--- config.mk ---
export PLATFORM = sky130hd
export DESIGN_NAME = srtim_top
export DESIGN_NICKNAME = d
export VERILOG_FILES = /design/src/rtl/srtim_pkg.sv /design/src/rtl/srtim_tick_if.sv /design/src/rtl/srtim_tick.sv /design/src/rtl/srtim_top.sv
export SDC_FILE = /design/constraint.sdc
export NUM_CORES = 1
export LEC_CHECK = 0
export BUFFER_PORTS_ARGS = -buffer_cell sky130_fd_sc_hd__buf_4
export CAP_MARGIN = 25
export CORE_MARGIN = 2
export CORE_UTILIZATION = 45
export CTS_BUF_LIST = sky130_fd_sc_hd__clkbuf_8
export DETAILED_ROUTE_END_ITERATION = 12
export GPL_TIMING_DRIVEN = 0
export PLACE_DENSITY_LB_ADDON = 0.08
export SETUP_SLACK_MARGIN = 0.05
export SLEW_MARGIN = 10
export SYNTH_ARGS = -nofsm -noshare
export SYNTH_HDL_FRONTEND = slang
export SYNTH_HIERARCHICAL = 1
export SYNTH_SLANG_ARGS = --single-unit
--- constraint.sdc ---
create_clock -name clk_i -period 35.2 [get_ports clk_i]
set_input_delay 0 -clock clk_i [delete_from_list [all_inputs] [get_ports clk_i]]
set_output_delay 0 -clock clk_i [all_outputs]
set_load 0.01 [all_outputs]
--- src/rtl/srtim_pkg.sv ---
// Shared constants for the reset, tick timer and interrupt manager
package srtim_pkg;
   // Timing
   localparam int CLK_NS = 50;
   localparam int RST_HOLD_NS = 200;
   localparam int RST_HOLD_CYC = (RST_HOLD_NS + CLK_NS - 1) / CLK_NS;
   localparam int RCNT_W = 3;
   // Widths
   localparam int IRQ_NUM_W = 5;
   localparam int PRI_W = 8;
   localparam int CAUSE_W = 8;
   // Register offsets (byte addresses)
   localparam logic [7:0] A_CAUSE = 8'h00;
   localparam logic [7:0] A_SWRST = 8'h04;
   localparam logic [7:0] A_BOOT = 8'h08;
   localparam logic [7:0] A_TCTRL = 8'h10;
   localparam logic [7:0] A_TRLD = 8'h14;
   localparam logic [7:0] A_TCUR = 8'h18;
   localparam logic [7:0] A_SETEN = 8'h20;
   localparam logic [7:0] A_CLREN = 8'h24;
   localparam logic [7:0] A_SETPND = 8'h28;
   localparam logic [7:0] A_CLRPND = 8'h2C;
   localparam logic [7:0] A_ACT = 8'h30;
   localparam logic [7:0] A_PRI0 = 8'h40;
   // Reset cause flag positions
   localparam int CB_POR = 0;
   localparam int CB_PIN = 1;
   localparam int CB_WDT = 2;
   localparam int CB_LVR = 3;
   localparam int CB_BOD = 4;
   localparam int CB_SYSREQ = 5;
   localparam int CB_CORE = 6;
   localparam int CB_CHIP = 7;
   localparam logic [CAUSE_W-1:0] CAUSE_RST = 8'h01;
   // Software reset request bits
   localparam int SW_SYSREQ = 2;
   localparam int SW_CORE = 1;
   localparam int SW_CHIP = 0;
   // Other fields
   localparam int BOOT_SEL_BIT = 1;
   localparam int TICK_EN_BIT = 0;
   localparam int TICK_FLAG_BIT = 16;
   // Reset kinds: which domains a reset reaches
   localparam int K_CORE = 0;
   localparam int K_PERIPH = 1;
   localparam int K_XTAL = 2;
   // Vector table
   localparam logic [31:0] VEC_BASE = 32'h00000000;
   localparam int VEC_EXT_FIRST = 16;
   localparam int VEC_WORD_B = 4;
endpackage

--- src/rtl/srtim_tick_if.sv ---
// Control and status bundle between the manager and its tick counter
`timescale 1ns/1ps
`default_nettype none
interface srtim_tick_if #(parameter int W = 24);
   logic en;
   logic cur_wr;
   logic [W-1:0] reload;
   logic [W-1:0] count;
   logic zero;
   modport dev (input en, input cur_wr, input reload, output count, output zero);
   modport ctl (output en, output cur_wr, output reload, input count, input zero);
endinterface
`default_nettype wire

--- src/rtl/srtim_tick.sv ---
// Decrementing tick counter with reload on zero
`timescale 1ns/1ps
`default_nettype none
module srtim_tick
   import srtim_pkg::*;
#(
   parameter int TW = 24
)(
   input wire logic clk_i,
   input wire logic rst_i,
   srtim_tick_if.dev t
);

   logic [TW-1:0] cnt_q;
   logic zero_q;

   ////////////////////////////////////////////////////////////////////////
   // Counter
   always_ff @(posedge clk_i)
   begin
      if (rst_i || t.cur_wr)
      begin
         cnt_q <= '0;
      end
      else if (t.en)
      begin
         if (cnt_q == '0)
         begin
            cnt_q <= t.reload;
         end
         else
         begin
            cnt_q <= cnt_q - 1'b1;
         end
      end
   end

   ////////////////////////////////////////////////////////////////////////
   // Zero reached: only a real transition, so a zero reload never fires
   always_ff @(posedge clk_i)
   begin
      if (rst_i)
      begin
         zero_q <= 1'b0;
      end
      else
      begin
         zero_q <= ~t.cur_wr && t.en && (cnt_q == TW'(1));
      end
   end

   assign t.count = cnt_q;
   assign t.zero = zero_q;

endmodule
`default_nettype wire

--- src/rtl/srtim_top.sv ---
// Reset collector, tick timer and interrupt controller behind Wishbone
//
// How it works
// - Reset cause register records power-on, pin, watchdog, low-voltage, brown-out.
// - Three software reset requests: system, core one-shot, chip one-shot.
// - Power-on or chip one-shot resets peripherals, crystal circuit and boot bit.
// - System reset request resets peripherals, spares crystal circuit and boot bit.
// - Tick timer is 24-bit down counter; writing current value clears it.
// - Enabled timer counts to zero, reloads next clock, then keeps decrementing.
// - Zero flag sets when counter transitions to zero.
// - Reading the zero flag clears it.
// - Current value resets to zero; software can also clear it before enabling.
// - Zero reload value holds counter at zero, effectively disabled.
// - Vector table at address zero; word 0 stack pointer, then handlers.
// - Set-enable and clear-enable write-one registers read back enable state.
// - Disabled interrupt still goes pending and leaves arbitration; an offer already out still activates on accept.
// - Active interrupt stays active when disabled until reset or return.
// - Set-pending and clear-pending write-one registers read back pending state.
// - Clearing pending never changes an active interrupt's state.
// - 8-bit priority per interrupt, four packed in each word.
`timescale 1ns/1ps
`default_nettype none
module srtim_top
   import srtim_pkg::*;
#(
   parameter int NIRQ = 8,
   parameter int TW = 24
)(
   input wire logic clk_i,
   input wire logic rst_i,
   input wire logic wb_cyc_i,
   input wire logic wb_stb_i,
   input wire logic wb_we_i,
   input wire logic [7:0] wb_adr_i,
   input wire logic [3:0] wb_sel_i,
   input wire logic [31:0] wb_dat_i,
   output logic [31:0] wb_dat_o,
   output logic wb_ack_o,
   input wire logic external_reset_pin_low_i,
   input wire logic watchdog_timeout_reset_i,
   input wire logic low_voltage_reset_i,
   input wire logic brownout_reset_i,
   output logic core_rst_o,
   output logic periph_rst_o,
   output logic xtal_rst_o,
   output logic boot_select_bit_o,
   output logic tick_zero_o,
   input wire logic [NIRQ-1:0] irq_src_i,
   output logic irq_req_o,
   output logic [IRQ_NUM_W-1:0] irq_num_o,
   output logic [31:0] vector_addr_o,
   input wire logic irq_accept_i,
   input wire logic exc_return_i,
   input wire logic [IRQ_NUM_W-1:0] exc_return_num_i
);

   localparam int NPRI = (NIRQ + 3) / 4;

   ////////////////////////////////////////////////////////////////////////
   // Helpers
   function automatic logic [31:0] lanes(input logic [3:0] s);
      logic [31:0] m;
      m = '0;
      for (int b = 0; b < 4; b++)
      begin
         m[8*b +: 8] = {8{s[b]}};
      end
      return m;
   endfunction

   function automatic logic [NIRQ-1:0] onehot(input logic [IRQ_NUM_W-1:0] n);
      logic [NIRQ-1:0] o;
      o = '0;
      for (int i = 0; i < NIRQ; i++)
      begin
         o[i] = (IRQ_NUM_W'(i) == n);
      end
      return o;
   endfunction

   function automatic logic [IRQ_NUM_W:0] pick(input logic [NIRQ-1:0] c,
                                               input logic [NIRQ-1:0][PRI_W-1:0] p);
      logic [IRQ_NUM_W:0] r;
      logic [PRI_W-1:0] bp;
      r = '0;
      bp = '1;
      // Downward scan with <= lets the lower number win a tie
      for (int i = NIRQ - 1; i >= 0; i--)
      begin
         if (c[i] && (p[i] <= bp))
         begin
            r = {1'b1, IRQ_NUM_W'(i)};
            bp = p[i];
         end
      end
      return r;
   endfunction

   ////////////////////////////////////////////////////////////////////////
   // Wishbone slave: ack one cycle after the request, effects at the ack edge
   logic ack_q;
   logic [31:0] rdat_q;
   logic flag_rep_q;
   logic [31:0] rd_d;
   logic req;
   logic wr_take;
   logic rd_take;
   logic [31:0] wdat;
   logic [5:0] pri_word;
   logic pri_hit;

   assign req = wb_cyc_i && wb_stb_i && !ack_q;
   assign wr_take = wb_cyc_i && wb_stb_i && ack_q && wb_we_i;
   assign rd_take = wb_cyc_i && wb_stb_i && ack_q && !wb_we_i;
   assign wdat = wb_dat_i & lanes(wb_sel_i);
   assign pri_word = wb_adr_i[7:2] - A_PRI0[7:2];
   assign pri_hit = (wb_adr_i >= A_PRI0) && (pri_word < 6'(NPRI));

   always_ff @(posedge clk_i)
   begin
      if (rst_i)
      begin
         ack_q <= 1'b0;
         rdat_q <= '0;
         flag_rep_q <= 1'b0;
      end
      else
      begin
         ack_q <= req;
         if (req)
         begin
            rdat_q <= rd_d;
            flag_rep_q <= !wb_we_i && (wb_adr_i == A_TCTRL) && rd_d[TICK_FLAG_BIT];
         end
      end
   end

   assign wb_ack_o = ack_q;
   assign wb_dat_o = rdat_q;

   ////////////////////////////////////////////////////////////////////////
   // Reset pins: two-flop synchronisers, third flop for edges
   logic [3:0] hw_s1_q;
   logic [3:0] hw_s2_q;
   logic [3:0] hw_s3_q;
   logic [3:0] hw_edge;
   logic hw_lvl;

   always_ff @(posedge clk_i)
   begin
      if (rst_i)
      begin
         hw_s1_q <= '0;
         hw_s2_q <= '0;
         hw_s3_q <= '0;
      end
      else
      begin
         hw_s1_q <= {brownout_reset_i, low_voltage_reset_i,
                     watchdog_timeout_reset_i, external_reset_pin_low_i};
         hw_s2_q <= hw_s1_q;
         hw_s3_q <= hw_s2_q;
      end
   end

   assign hw_edge = hw_s2_q & ~hw_s3_q;
   assign hw_lvl = |hw_s2_q;

   ////////////////////////////////////////////////////////////////////////
   // Software reset requests and reset kinds
   logic sw_wr;
   logic sw_sys;
   logic sw_core;
   logic sw_chip;
   logic [2:0] evk;
   logic [RCNT_W-1:0] rcnt_q;
   logic [2:0] kind_q;
   logic blk_rst;

   assign sw_wr = wr_take && (wb_adr_i == A_SWRST);
   assign sw_sys = sw_wr && wdat[SW_SYSREQ];
   assign sw_core = sw_wr && wdat[SW_CORE];
   assign sw_chip = sw_wr && wdat[SW_CHIP];

   always_comb
   begin
      evk = '0;
      evk[K_XTAL] = sw_chip;
      evk[K_PERIPH] = sw_chip || sw_sys || hw_lvl;
      evk[K_CORE] = sw_chip || sw_sys || sw_core || hw_lvl;
   end

   // Held while a pin stays asserted, then stretched by a fixed count
   always_ff @(posedge clk_i)
   begin
      if (rst_i)
      begin
         rcnt_q <= RCNT_W'(RST_HOLD_CYC);
         kind_q <= '1;
      end
      else if (|evk)
      begin
         rcnt_q <= RCNT_W'(RST_HOLD_CYC);
         kind_q <= kind_q | evk;
      end
      else if (rcnt_q != '0)
      begin
         rcnt_q <= rcnt_q - 1'b1;
         if (rcnt_q == RCNT_W'(1))
         begin
            kind_q <= '0;
         end
      end
   end

   assign core_rst_o = kind_q[K_CORE];
   assign periph_rst_o = kind_q[K_PERIPH];
   assign xtal_rst_o = kind_q[K_XTAL];
   // Timer and interrupt state falls with the peripherals
   assign blk_rst = rst_i || kind_q[K_PERIPH];

   ////////////////////////////////////////////////////////////////////////
   // Reset cause flags: survive any reset but power-on
   logic [CAUSE_W-1:0] cause_q;
   logic [CAUSE_W-1:0] cause_set;
   logic [CAUSE_W-1:0] cause_clr;

   always_comb
   begin
      cause_set = '0;
      cause_set[CB_PIN] = hw_edge[0];
      cause_set[CB_WDT] = hw_edge[1];
      cause_set[CB_LVR] = hw_edge[2];
      cause_set[CB_BOD] = hw_edge[3];
      cause_set[CB_SYSREQ] = sw_sys;
      cause_set[CB_CORE] = sw_core;
      cause_set[CB_CHIP] = sw_chip;
      cause_clr = '0;
      if (wr_take && (wb_adr_i == A_CAUSE))
      begin
         cause_clr = wdat[CAUSE_W-1:0];
      end
   end

   always_ff @(posedge clk_i)
   begin
      if (rst_i)
      begin
         cause_q <= CAUSE_RST;
      end
      else
      begin
         cause_q <= (cause_q & ~cause_clr) | cause_set;
      end
   end

   ////////////////////////////////////////////////////////////////////////
   // Boot select: only power-on and chip one-shot reach it
   logic boot_q;

   always_ff @(posedge clk_i)
   begin
      if (rst_i || kind_q[K_XTAL])
      begin
         boot_q <= 1'b0;
      end
      else if (wr_take && (wb_adr_i == A_BOOT) && wb_sel_i[0])
      begin
         boot_q <= wb_dat_i[BOOT_SEL_BIT];
      end
   end

   assign boot_select_bit_o = boot_q;

   ////////////////////////////////////////////////////////////////////////
   // Tick timer control
   logic tick_en_q;
   logic [TW-1:0] reload_q;
   logic flag_q;

   srtim_tick_if #(.W(TW)) tif ();

   assign tif.en = tick_en_q;
   assign tif.reload = reload_q;
   assign tif.cur_wr = wr_take && (wb_adr_i == A_TCUR);

   srtim_tick #(
      .TW(TW)
   ) u_tick (
      .clk_i(clk_i),
      .rst_i(blk_rst),
      .t(tif)
   );

   always_ff @(posedge clk_i)
   begin
      if (blk_rst)
      begin
         tick_en_q <= 1'b0;
         reload_q <= '0;
      end
      else if (wr_take && (wb_adr_i == A_TCTRL))
      begin
         tick_en_q <= wdat[TICK_EN_BIT];
      end
      else if (wr_take && (wb_adr_i == A_TRLD))
      begin
         reload_q <= (reload_q & ~TW'(lanes(wb_sel_i))) | TW'(wdat);
      end
   end

   // Only the value reported clears, so a set in the same cycle stays
   always_ff @(posedge clk_i)
   begin
      if (blk_rst)
      begin
         flag_q <= 1'b0;
         tick_zero_o <= 1'b0;
      end
      else
      begin
         flag_q <= (flag_q && !(rd_take && flag_rep_q)) || tif.zero;
         tick_zero_o <= tif.zero;
      end
   end

   ////////////////////////////////////////////////////////////////////////
   // Interrupt controller state
   logic [NIRQ-1:0] en_q;
   logic [NIRQ-1:0] pend_q;
   logic [NIRQ-1:0] act_q;
   logic [NIRQ-1:0][PRI_W-1:0] pri_q;
   logic [NIRQ-1:0] acc;
   logic [NIRQ-1:0] ret;
   logic [NIRQ-1:0] wsel;
   logic [IRQ_NUM_W:0] best;
   logic irq_req_q;
   logic [IRQ_NUM_W-1:0] irq_num_q;
   logic [31:0] vec_q;

   assign wsel = wdat[NIRQ-1:0];
   assign acc = (irq_accept_i && irq_req_q) ? (onehot(irq_num_q) & pend_q & ~act_q) : '0;
   assign ret = exc_return_i ? onehot(exc_return_num_i) : '0;

   always_ff @(posedge clk_i)
   begin
      if (blk_rst)
      begin
         en_q <= '0;
      end
      else if (wr_take && (wb_adr_i == A_SETEN))
      begin
         en_q <= en_q | wsel;
      end
      else if (wr_take && (wb_adr_i == A_CLREN))
      begin
         en_q <= en_q & ~wsel;
      end
   end

   // Sources pend whether enabled or not; a set beats a clear
   always_ff @(posedge clk_i)
   begin
      if (blk_rst)
      begin
         pend_q <= '0;
      end
      else
      begin
         pend_q <= (pend_q & ~acc & ~((wr_take && (wb_adr_i == A_CLRPND)) ? wsel : '0))
                   | (irq_src_i & ~act_q & ~acc)
                   | ((wr_take && (wb_adr_i == A_SETPND)) ? wsel : '0);
      end
   end

   // Clear-pending writes never reach here
   always_ff @(posedge clk_i)
   begin
      if (blk_rst)
      begin
         act_q <= '0;
      end
      else
      begin
         act_q <= (act_q | acc) & ~ret;
      end
   end

   always_ff @(posedge clk_i)
   begin
      if (blk_rst)
      begin
         pri_q <= '0;
      end
      else if (wr_take && pri_hit)
      begin
         for (int k = 0; k < NIRQ; k++)
         begin
            if ((pri_word == 6'(k / 4)) && wb_sel_i[k % 4])
            begin
               pri_q[k] <= wb_dat_i[8*(k % 4) +: PRI_W];
            end
         end
      end
   end

   ////////////////////////////////////////////////////////////////////////
   // Arbitration: the accepted one is excluded at once, so no double take
   assign best = pick(pend_q & en_q & ~act_q & ~acc, pri_q);

   always_ff @(posedge clk_i)
   begin
      if (blk_rst)
      begin
         irq_req_q <= 1'b0;
         irq_num_q <= '0;
         vec_q <= VEC_BASE;
      end
      else
      begin
         irq_req_q <= best[IRQ_NUM_W];
         irq_num_q <= best[IRQ_NUM_W-1:0];
         vec_q <= VEC_BASE + 32'(VEC_WORD_B * (VEC_EXT_FIRST + int'(best[IRQ_NUM_W-1:0])));
      end
   end

   assign irq_req_o = irq_req_q;
   assign irq_num_o = irq_num_q;
   assign vector_addr_o = vec_q;

   ////////////////////////////////////////////////////////////////////////
   // Read mux; unmapped and write-only words read zero
   always_comb
   begin
      rd_d = '0;
      case (wb_adr_i)
         A_CAUSE: rd_d[CAUSE_W-1:0] = cause_q;
         A_BOOT: rd_d[BOOT_SEL_BIT] = boot_q;
         A_TCTRL:
         begin
            rd_d[TICK_EN_BIT] = tick_en_q;
            rd_d[TICK_FLAG_BIT] = flag_q;
         end
         A_TRLD: rd_d[TW-1:0] = reload_q;
         A_TCUR: rd_d[TW-1:0] = tif.count;
         A_SETEN, A_CLREN: rd_d[NIRQ-1:0] = en_q;
         A_SETPND, A_CLRPND: rd_d[NIRQ-1:0] = pend_q;
         A_ACT: rd_d[NIRQ-1:0] = act_q;
         default:
         begin
            if (pri_hit)
            begin
               for (int k = 0; k < NIRQ; k++)
               begin
                  if (pri_word == 6'(k / 4))
                  begin
                     rd_d[8*(k % 4) +: PRI_W] = pri_q[k];
                  end
               end
            end
         end
      endcase
   end

endmodule
`default_nettype wire

==> results.py, run 1 <==
metrics = {
    "critical_path": {
        "critPathLaunchType": "flip-flop",
        "critPathSlowestCell": "o41ai_1",
        "worst_r2r_endpoint": "vector_addr_o[4]",
        "worstPathMaxFanout": 10,
        "required_ns": 35.62,
        "cp.arrival_ns": 17.25,
        "reg2reg_depth": 81,
        "crit_path_end_kind": "flip-flop",
        "rr_startpoint": "vector_addr_o[4]",
        "path_class": "flip-flop to flip-flop",
        "crit_top_cell": "o21ai_0",
        "regToRegSetupSlack_ns": 18.37,
        "crit_path_max_incr_delay_ns": 0.52,
    },
    "routing": {
        "wl_per_cell_um": 21.44,
        "drt_iter0_drc": 1195,
        "viasPerCell": 5.917,
        "dr_total_vias": 12243,
        "drtPass1Iterations": 7,
        "postRouteAntennaNets": 0,
        "drc": 0,
        "wl_um": 44360,
    },
    "grt": {
        "grt_max_degree": 12,
        "overflow": 0,
        "antenna_found_initial": 0,
        "grt_pass1_wl_um": 67360,
        "grt_pass1_vias": 11420,
        "gr-usage-all-layers": 0.3113,
    },
    "floorplanning": {
        "rows": 59,
        "ios": 144,
        "die_area_mm2": 0.02766,
        "die_x_um": 166.3,
        "core-area_mm2": 0.02598,
        "start_util": 0.4563,
        "fp.dieH_um": 166.3,
    },
    "clock_network": {
        "clockBufferDepth": 3,
        "insertion_delay_ns": 0.56,
        "cts_resized": 0,
        "cts-buffers-inserted": 39,
        "cts.clk_slew.worst_paths_ns": 0.06,
        "cts_tree": "built",
        "numClockSinks": 206,
        "ctsHtreeMaxLevel": 2,
        "root_buffer": "clkbuf_8",
    },
    "power_and_ir_drop": {
        "p_per_area_mw_per_mm2": 36.62,
        "peakVddDrop_v": 0.00003201,
        "cellLeakagePower_uw": 0.005996,
        "p_total_uw": 542.8,
    },
    "sta": {
        "setup_viol": 0,
        "relSlewSlack": 0.4068,
        "fin_setup_tns_ns": 0,
        "fmax_ghz": 0.05943,
        "hold_viol_final": 0,
        "rsz0062_at_grt": "false",
        "worst_slew_pin_slew_ns": 0.8898,
        "min_period_ns": 16.83,
        "fin_skew_ns": 0.02927,
        "period_share": 0.4780,
        "slew_viol_final": 0,
        "hold_slack_ns": 0.08426,
    },
    "finish": {
        "finalNetCount": 1828,
        "fillers": 2529,
        "layout-drive-gt1-share": 0.1534,
        "antenna_cells": 0,
        "area_growth_pct": 25.03,
    },
    "yosys": {
        "async_reset_ff_frac": 0,
        "synth_flop_cell": "dfxtp_1",
        "synth_area_leader_cell": "dfxtp_1",
        "synth_area_leaders": "dfxtp_1, mux2i_1, ha_1, nor2_1, a21oi_1",
        "synth_seq_area_share": 0.3478,
        "yosys_warnings": 6,
        "yosysTopAreaCellShare": 0.3478,
        "synth-seq-cells": 206,
        "syn_area_per_cell_um2": 8.166,
        "syn_area_mm2": 0.01186,
        "synthesis.instances": 1452,
        "synthDistinctLibCells": 87,
        "synth_edf_count": 0,
    },
    "hold_path": {
        "worstHoldEndpoint": "boot_select_bit_o",
        "min_path_type": "input pin to flip-flop",
        "worstHoldStart": "wb_adr_i[3]",
        "hold_path_depth": 5,
    },
    "placement": {
        "place_hpwl_um": 33810,
        "routabilityCongestion": 0.9985,
        "port_buffers": 109,
    },
    "status": {
        "status": "finished, final reports clean",
    },
    "flow_run": {
        "drv_cap": 0,
    },
}
## cell usage after synthesis (18+ instances only)
master	instances
nor2b_1	25
nand2_1	138
o21ai_1	18
o21ai_0	59
ha_1	56
a221oi_1	26
nor3_1	41
nand3_1	82
mux2i_1	79
a21oi_1	113
inv_1	27
dfxtp_1	206
nor2_1	170
buf_4	37
a211oi_1	28
clkbuf_1	60
## worst max-delay path, delay by kind of cell, from the launching register on
family	cells	cell delay, ns
buffers and inverters	10	2.21
AND/OR/NAND/NOR	34	6.63
adder cells (fa/ha/maj)	7	2.06
flip-flops	1	0.49
AO/OA/AOI/OAI	29	4.84
multiplexers	1	0.37
## metal layers
layer	global-route usage	part of all wire	up-vias
met5	0	0	-
met4	0.1158	0.036	0
met3	0.04623	0.079	103
met2	0.5183	0.46	567
met1	0.4100	0.43	5789
li1	-	-	5784
## cells in the final DEF, fill, tap and decap left out, types with 14 or more instances in the layout
| cell type | count |
|---|---|
| nand3_1 | 82 |
| dlygate4sd3_1 | 72 |
| o21ai_1 | 18 |
| a211oi_1 | 28 |
| nor2b_1 | 25 |
| nor3_1 | 39 |
| a21oi_1 | 113 |
| mux2i_1 | 79 |
| nor2_1 | 170 |
| conb_1 | 30 |
| o21ai_0 | 59 |
| o21a_1 | 15 |
| buf_4 | 146 |
| nand2_1 | 138 |
| nand2b_1 | 14 |
| a221oi_1 | 26 |
| a21o_1 | 15 |
| nand4_1 | 15 |
| clkbuf_1 | 60 |
| clkbuf_8 | 52 |
| inv_1 | 34 |
| dfxtp_1 | 206 |
| ha_1 | 56 |
## power by group
group	leakage, µW	total [µW]	switching, µW	internal [µW]
Combinational	0.00385	40.5	21.3	19.2
Clock	0.000482	264	109	155
Sequential	0.00167	238	1.82	236
## worst max-delay path by stage
| stage | start | end | slack (ns) | cells after the start |
|---|---|---|---|---|
| floorplan | irq_num_o[1] | vector_addr_o[4] | 21.54 | 80 |
| global placement | vector_addr_o[4] | vector_addr_o[4] | 18.79 | 80 |
| detailed placement | vector_addr_o[4] | vector_addr_o[4] | 18.65 | 81 |
| CTS | vector_addr_o[4] | vector_addr_o[4] | 18.59 | 81 |
| global route | irq_num_o[1] | vector_addr_o[4] | 16.98 | 78 |
| finish | vector_addr_o[4] | vector_addr_o[4] | 18.37 | 81 |
## layout make-up
cell class | count | area, µm² | area share
flip-flops and latches | 206 | 4124 | 0.2782
inverters | 29 | 108.9 | 0.007342
multi-input cells | 1128 | 7114 | 0.4799
plain buffers | 118 | 629.4 | 0.04245
clock buffers | 52 | 715.7 | 0.04827
clock inverters | 19 | 170.2 | 0.01148
repair buffers | 182 | 1544 | 0.1041
well taps | 335 | 419.2 | 0.02827
## metrics by stage
stage / utilization / cells / instance area [µm²] / setup slack [ns]
global route: 0.5705 / 2069 / 14830 / 16.98
floorplan: - / 1481 / 11970 / 21.54
global placement: 0.5081 / 1925 / 13200 / 18.79
finish: 0.5705 / 2069 / 14830 / 18.37
detailed placement: 0.5087 / 1926 / 13220 / 18.65
CTS: 0.5705 / 2069 / 14830 / 18.59
## cells by family (layout without fill, tap and decap cells)
family,after synthesis,after routing,synth area share
simple gates,567,567,0.2330
compound gates,385,385,0.2209
flops,206,206,0.3478
buf+inv,147,400,0.06226
mux,88,88,0.07523
fa+ha+maj,56,56,0.05909
xor+xnor,2,2,0.001478
other cells,1,30,0.0003163
## repair_timing
item	in CTS	in global routing
hold buffers	72	0
endpoints found under the hold margin	129	0
buffers inserted	0	0
Note: power is estimated with default switching activity, not from simulation.
==> run 2: changes to the inputs <==
==> constraint.sdc (replaced) <==
create_clock -name clk_i -period 13.48 [get_ports clk_i]
set_input_delay 0 -clock clk_i [delete_from_list [all_inputs] [get_ports clk_i]]
set_output_delay 0 -clock clk_i [all_outputs]
set_load 0.01 [all_outputs]
==> run 2 against run 1 <==
Effect of this change:
- the run now ends with negative setup slack left
- sequential cell count stayed put
- hold slack lost 0.055 ns
- via count rose by 1.8%
- critical endpoint unchanged
- highest routed layer unchanged
==> results.py, run 2 (synthesized netlist as in run 1, its figures left out) <==
metrics = {
    "clock_network": {
        "ctsHtreeMaxLevel": 2,
        "root_buffer": "clkbuf_8",
        "insertion_delay_ns": 0.54,
        "clockBufferDepth": 3,
        "cts.clk_slew.worst_paths_ns": 0.06,
        "cts_tree": "built",
        "numClockSinks": 206,
        "cts-buffers-inserted": 37,
    },
    "routing": {
        "drt_iter0_drc": 1277,
        "postRouteAntennaNets": 0,
        "drtPass1Iterations": 7,
        "wl_per_cell_um": 21.60,
        "wl_um": 45520,
        "dr_total_vias": 12463,
        "drc": 0,
        "viasPerCell": 5.912,
    },
    "sta": {
        "fin_skew_ns": 0.01768,
        "setup_slack_ns": -0.2358,
        "relSlewSlack": 0.3750,
        "min_period_ns": 13.72,
        "fmax_ghz": 0.07291,
        "setup_viol": 4,
        "period_share": 1.017,
        "slew_viol_final": 0,
        "hold_slack_ns": 0.02926,
        "worst_slew_pin_slew_ns": 0.9374,
        "rsz0062_at_grt": "true",
        "hold_viol_final": 0,
    },
    "finish": {
        "layout_commonest_cell": "buf_4",
        "area_growth_pct": 32.01,
        "ff_latch_area_mm2": 0.004143,
        "multi_input_area_mm2": 0.007677,
        "final_cell_mix": "buf_4, dfxtp_1, nor2_1",
        "layout-drive-gt1-share": 0.2166,
        "final_util": 0.6024,
        "antenna_cells": 0,
        "finalNetCount": 1880,
        "fillers": 2409,
        "layoutNonFillerInstCount": 2108,
        "fin_area_mm2": 0.01565,
    },
    "floorplanning": {
        "core-area_mm2": 0.02598,
        "fp.dieH_um": 166.3,
        "die_x_um": 166.3,
        "rows": 59,
        "start_util": 0.4563,
        "die_area_mm2": 0.02766,
        "ios": 144,
    },
    "power_and_ir_drop": {
        "p_total_uw": 1277,
        "sw_frac_of_total": 0.2546,
        "p_comb_frac": 0.082,
        "p_int_uw": 952.2,
        "p_sw_uw": 325.3,
        "peakVddDrop_v": 0.00006195,
        "cellLeakagePower_uw": 0.006256,
        "seqPwrFrac": 0.486,
        "clkPwrFrac": 0.432,
        "p_per_area_mw_per_mm2": 81.61,
    },
    "critical_path": {
        "path_class": "flip-flop to flip-flop",
        "crit_path_end_kind": "flip-flop",
        "crit_path_max_incr_delay_ns": 0.65,
        "regToRegSetupSlack_ns": -0.24,
        "cp.arrival_ns": 14.12,
        "worstPathMaxFanout": 7,
        "critPathLaunchType": "flip-flop",
        "required_ns": 13.89,
        "critPathSlowestCell": "o21ai_0",
    },
    "grt": {
        "grt_max_degree": 12,
        "overflow": 0,
        "antenna_found_initial": 0,
        "grt_pass1_vias": 12022,
        "grt_pass1_wl_um": 69520,
        "gr-usage-all-layers": 0.3192,
    },
    "status": {
        "status": "finished, violations left",
        "violations": "negative setup slack",
    },
    "hold_path": {
        "min_path_type": "input pin to flip-flop",
    },
    "placement": {
        "routabilityCongestion": 0.9623,
        "place_hpwl_um": 33460,
        "placed_area_mm2": 0.01323,
        "port_buffers": 109,
        "placed_cells": 1927,
    },
    "flow_run": {
        "drv_cap": 0,
    },
}
==> run 2: changes by cell type in the layout (fill, tap and decap cells not counted), sizes merged <==
| cell | change |
|---|---|
| bufinv | -3 |
| inv | +1 |
| clkinv | -4 |
| buf | +60 |
| clkbuf | -11 |
| dlygate4sd3 | -4 |
==> run 2: worst paths after layout <==
kind               start           endpoint  cells after the start
max            pend_q[7]   vector_addr_o[4]                     80
min          wb_adr_i[3]  boot_select_bit_o                      5
max reg2reg    pend_q[7]   vector_addr_o[4]                     80
min reg2reg   hw_s1_q[3]         hw_s2_q[3]                      1
==> run 2: power by group through the flow <==
stage	clock network (µW)	registers, µW	logic, µW
after global routing	584	622	113
after global placement	0	635	88.0
after CTS	553	621	103
after detailed placement	0	635	88.3
after floorplan	0	636	43.5
final	551	621	105
==> run 2: critical path, delay by kind of cell, from the launching register on <==
kind,cells,cell delay (ns)
adders and majority gates,7,1.90
DFF,1,0.37
and+or+nand+nor,29,4.45
AOI/OAI and AO/OA,26,4.15
buffers and inverters,16,2.17
muxes,2,0.48
==> run 2: stage by stage <==
| step | setup WS [ns] | setup TNS [ns] |
|---|---|---|
| finish | -0.2358 | -0.7544 |
| global route | -0.9157 | -3.480 |
| CTS | -0.08511 | -0.1762 |
| detailed placement | -2.589 | -10.02 |
| global placement | -2.520 | -9.805 |
| floorplan | 0.08846 | 0 |
==> run 2: layout make-up <==
cell class / instances / area share
Clock buffer: 43 / 0.03781
Tap cell: 335 / 0.02678
Buffer: 117 / 0.04412
Timing Repair Buffer: 237 / 0.1255
Clock inverter: 13 / 0.003757
Sequential cell: 206 / 0.2646
Inverter: 29 / 0.006954
Multi-Input combinational cell: 1128 / 0.4904
==> run 2: repair_timing <==
item                                    in CTS  in global routing
hold buffers                                68                  0
hold endpoints to repair                   125                  0
endpoints found under the setup margin       4                  4
setup buffers                               48                 10
gates resized for setup                     98                 46
pin swaps                                   56                 46
==> run 2: metal layers <==
layer,vias up,wire length [µm],track usage
met3,123,3572,0.05291
li1,5878,-,-
met2,552,20700,0.5133
met4,0,2037,0.1376
met5,-,0,0
met1,5910,19210,0.4248
==> run 3: changes to the inputs <==
--- a/config.mk
+++ b/config.mk
@@ -7,6 +7,7 @@
 export LEC_CHECK = 0
 export BUFFER_PORTS_ARGS = -buffer_cell sky130_fd_sc_hd__buf_4
 export CAP_MARGIN = 25
+export CORE_ASPECT_RATIO = 1.75
 export CORE_MARGIN = 2
 export CORE_UTILIZATION = 45
 export CTS_BUF_LIST = sky130_fd_sc_hd__clkbuf_8
==> run 3 against run 2 <==
Effect of this change:
- the flow still finishes with violations (negative setup slack)
- hold slack better by 0.0098 ns
- clock-buffer cell count rose by 3
- sequential cell count unchanged
- core utilization rose by 0.53 points
- critical path depth grew 2
- largest power group unchanged
- highest routed layer unchanged
==> results.py, run 3 (synthesized netlist as in run 1, its figures left out) <==
metrics = {
    "critical_path": {
        "worstPathMaxFanout": 8,
        "required_ns": 13.94,
        "path_class": "flip-flop to flip-flop",
        "rr_startpoint": "irq_num_o[1]",
        "crit_path_end_kind": "flip-flop",
        "cp_top_family": "simple AND/OR/NAND/NOR gates",
        "critPathSlowestCell": "or3_4",
        "critPathLaunchType": "flip-flop",
        "critical_path.startpoint": "irq_num_o[1]",
        "crit_path_max_incr_delay_ns": 0.37,
        "cp.arrival_ns": 14.24,
        "crit_buf_inv": 11,
        "crit_top_cell": "o21ai_2",
    },
    "floorplanning": {
        "start_util": 0.4568,
        "rows": 78,
        "die_x_um": 126.7,
        "die_area_mm2": 0.02772,
        "fp.dieH_um": 218.7,
        "ios": 144,
        "core-area_mm2": 0.02596,
    },
    "placement": {
        "placed_area_mm2": 0.01321,
        "dpl_worst_slack_ns": -2.348,
        "port_buffers": 109,
        "place_hpwl_um": 35450,
        "routabilityCongestion": 0.9492,
    },
    "status": {
        "violations": "negative setup slack",
        "status": "finished, violations left",
    },
    "sta": {
        "worst_slew_pin_slew_ns": 0.9360,
        "hold_viol_final": 0,
        "setup_slack_ns": -0.3035,
        "fin_skew_ns": 0.01989,
        "setup_viol": 4,
        "relSlewSlack": 0.3760,
        "min_period_ns": 13.78,
        "period_share": 1.023,
        "slew_viol_final": 0,
        "rsz0062_at_grt": "true",
        "fmax_ghz": 0.07255,
    },
    "clock_network": {
        "numClockSinks": 206,
        "insertion_delay_ns": 0.56,
        "cts-buffers-inserted": 34,
        "cts.clk_slew.worst_paths_ns": 0.06,
        "cts_tree": "built",
        "ctsHtreeMaxLevel": 2,
        "clockBufferDepth": 3,
        "root_buffer": "clkbuf_8",
    },
    "finish": {
        "ff_latch_area_mm2": 0.004140,
        "antenna_cells": 0,
        "multi_input_area_mm2": 0.007700,
        "fin_area_mm2": 0.01578,
        "layout-drive-gt1-share": 0.2235,
        "area_growth_pct": 33.05,
        "final_cell_mix": "buf_4, dfxtp_1, nor2_1",
        "layout_commonest_cell": "buf_4",
        "finalNetCount": 1887,
        "fillers": 2390,
    },
    "routing": {
        "wl_per_cell_um": 22.64,
        "drc": 0,
        "postRouteAntennaNets": 0,
        "wl_um": 47660,
        "drtPass1Iterations": 7,
        "dr_total_vias": 12728,
        "drt_iter0_drc": 1036,
        "viasPerCell": 6.047,
    },
    "grt": {
        "overflow": 0,
        "gr-usage-all-layers": 0.3335,
        "antenna_found_initial": 0,
        "grt_pass1_vias": 12346,
        "grt_pass1_wl_um": 70480,
        "grt_max_degree": 12,
    },
    "power_and_ir_drop": {
        "peakVddDrop_v": 0.00006963,
        "cellLeakagePower_uw": 0.006350,
        "p_per_area_mw_per_mm2": 82.19,
    },
    "flow_run": {
        "drv_cap": 0,
    },
    "hold_path": {
        "worstHoldStart": "wb_adr_i[5]",
        "min_path_type": "input pin to flip-flop",
    },
}
## run 3: cell types whose count changed in the layout (fill, tap and decap cells not counted), sizes merged
cell         change
clkinv           +1
clkbuf           +3
clkinvlp         -1
buf              +2
inv              -1
dlygate4sd3      +8
## run 3: final timing paths
check / depth (start not counted) / endpoint / slack [ns]
worst min register to register: 1 / hw_s2_q[2] / 0.44
worst max register to register: 82 / vector_addr_o[4] / -0.30
worst max-delay path: 82 / vector_addr_o[4] / -0.30
worst min-delay path: 6 / boot_select_bit_o / 0.04
## run 3: through the flow
stage	std cells	setup TNS, ns	total power, µW	utilization	hold slack, ns
final	2105	-1.163	1297	0.6077	0.03906
after global routing	2105	-4.087	1330	0.6077	0.07670
after CTS	2090	-0.04703	1299	0.5896	0.001433
after detailed placement	1911	-9.230	725.0	0.5090	0.2183
after global placement	1910	-8.650	724.1	0.5084	0.2136
after floorplan	1481	0	679.6	-	0.1068
## run 3: what timing repair did
item / CTS / global route
setup endpoints to repair: 4 / 4
gates resized for setup: 82 / 67
hold buffers: 76 / 0
pin swaps: 41 / 52
hold endpoints to repair: 133 / 0
buffers inserted: 46 / 15
## run 3: layer usage
layer  wire [µm]  track usage
met5           0            0
met2       24070       0.6041
met1       16450       0.3389
met3        2579      0.04357
met4        4552       0.2703
## run 3: where the power goes
group | switching (µW) | internal, µW | total (µW)
combinational | 56.4 | 50.3 | 107
sequential | 4.75 | 616 | 621
clock | 266 | 303 | 569
total | 327 | 970 | 1300
## run 3: area by class of cell
cell class,instances,share of cell area
buffer,117,0.04314
clock buffer,46,0.04013
clock inverter,12,0.003331
inverter,29,0.006900
multi-input combinational,1128,0.4881
sequential,206,0.2624
tap,320,0.02538
timing repair buffer,247,0.1306
## run 3: tightest hold or removal path: cells and delay by family
family	cells	cell delay [ns]
buffers and inverters	1	0.10
multiplexers	1	0.14
AND/OR/NAND/NOR	4	0.31
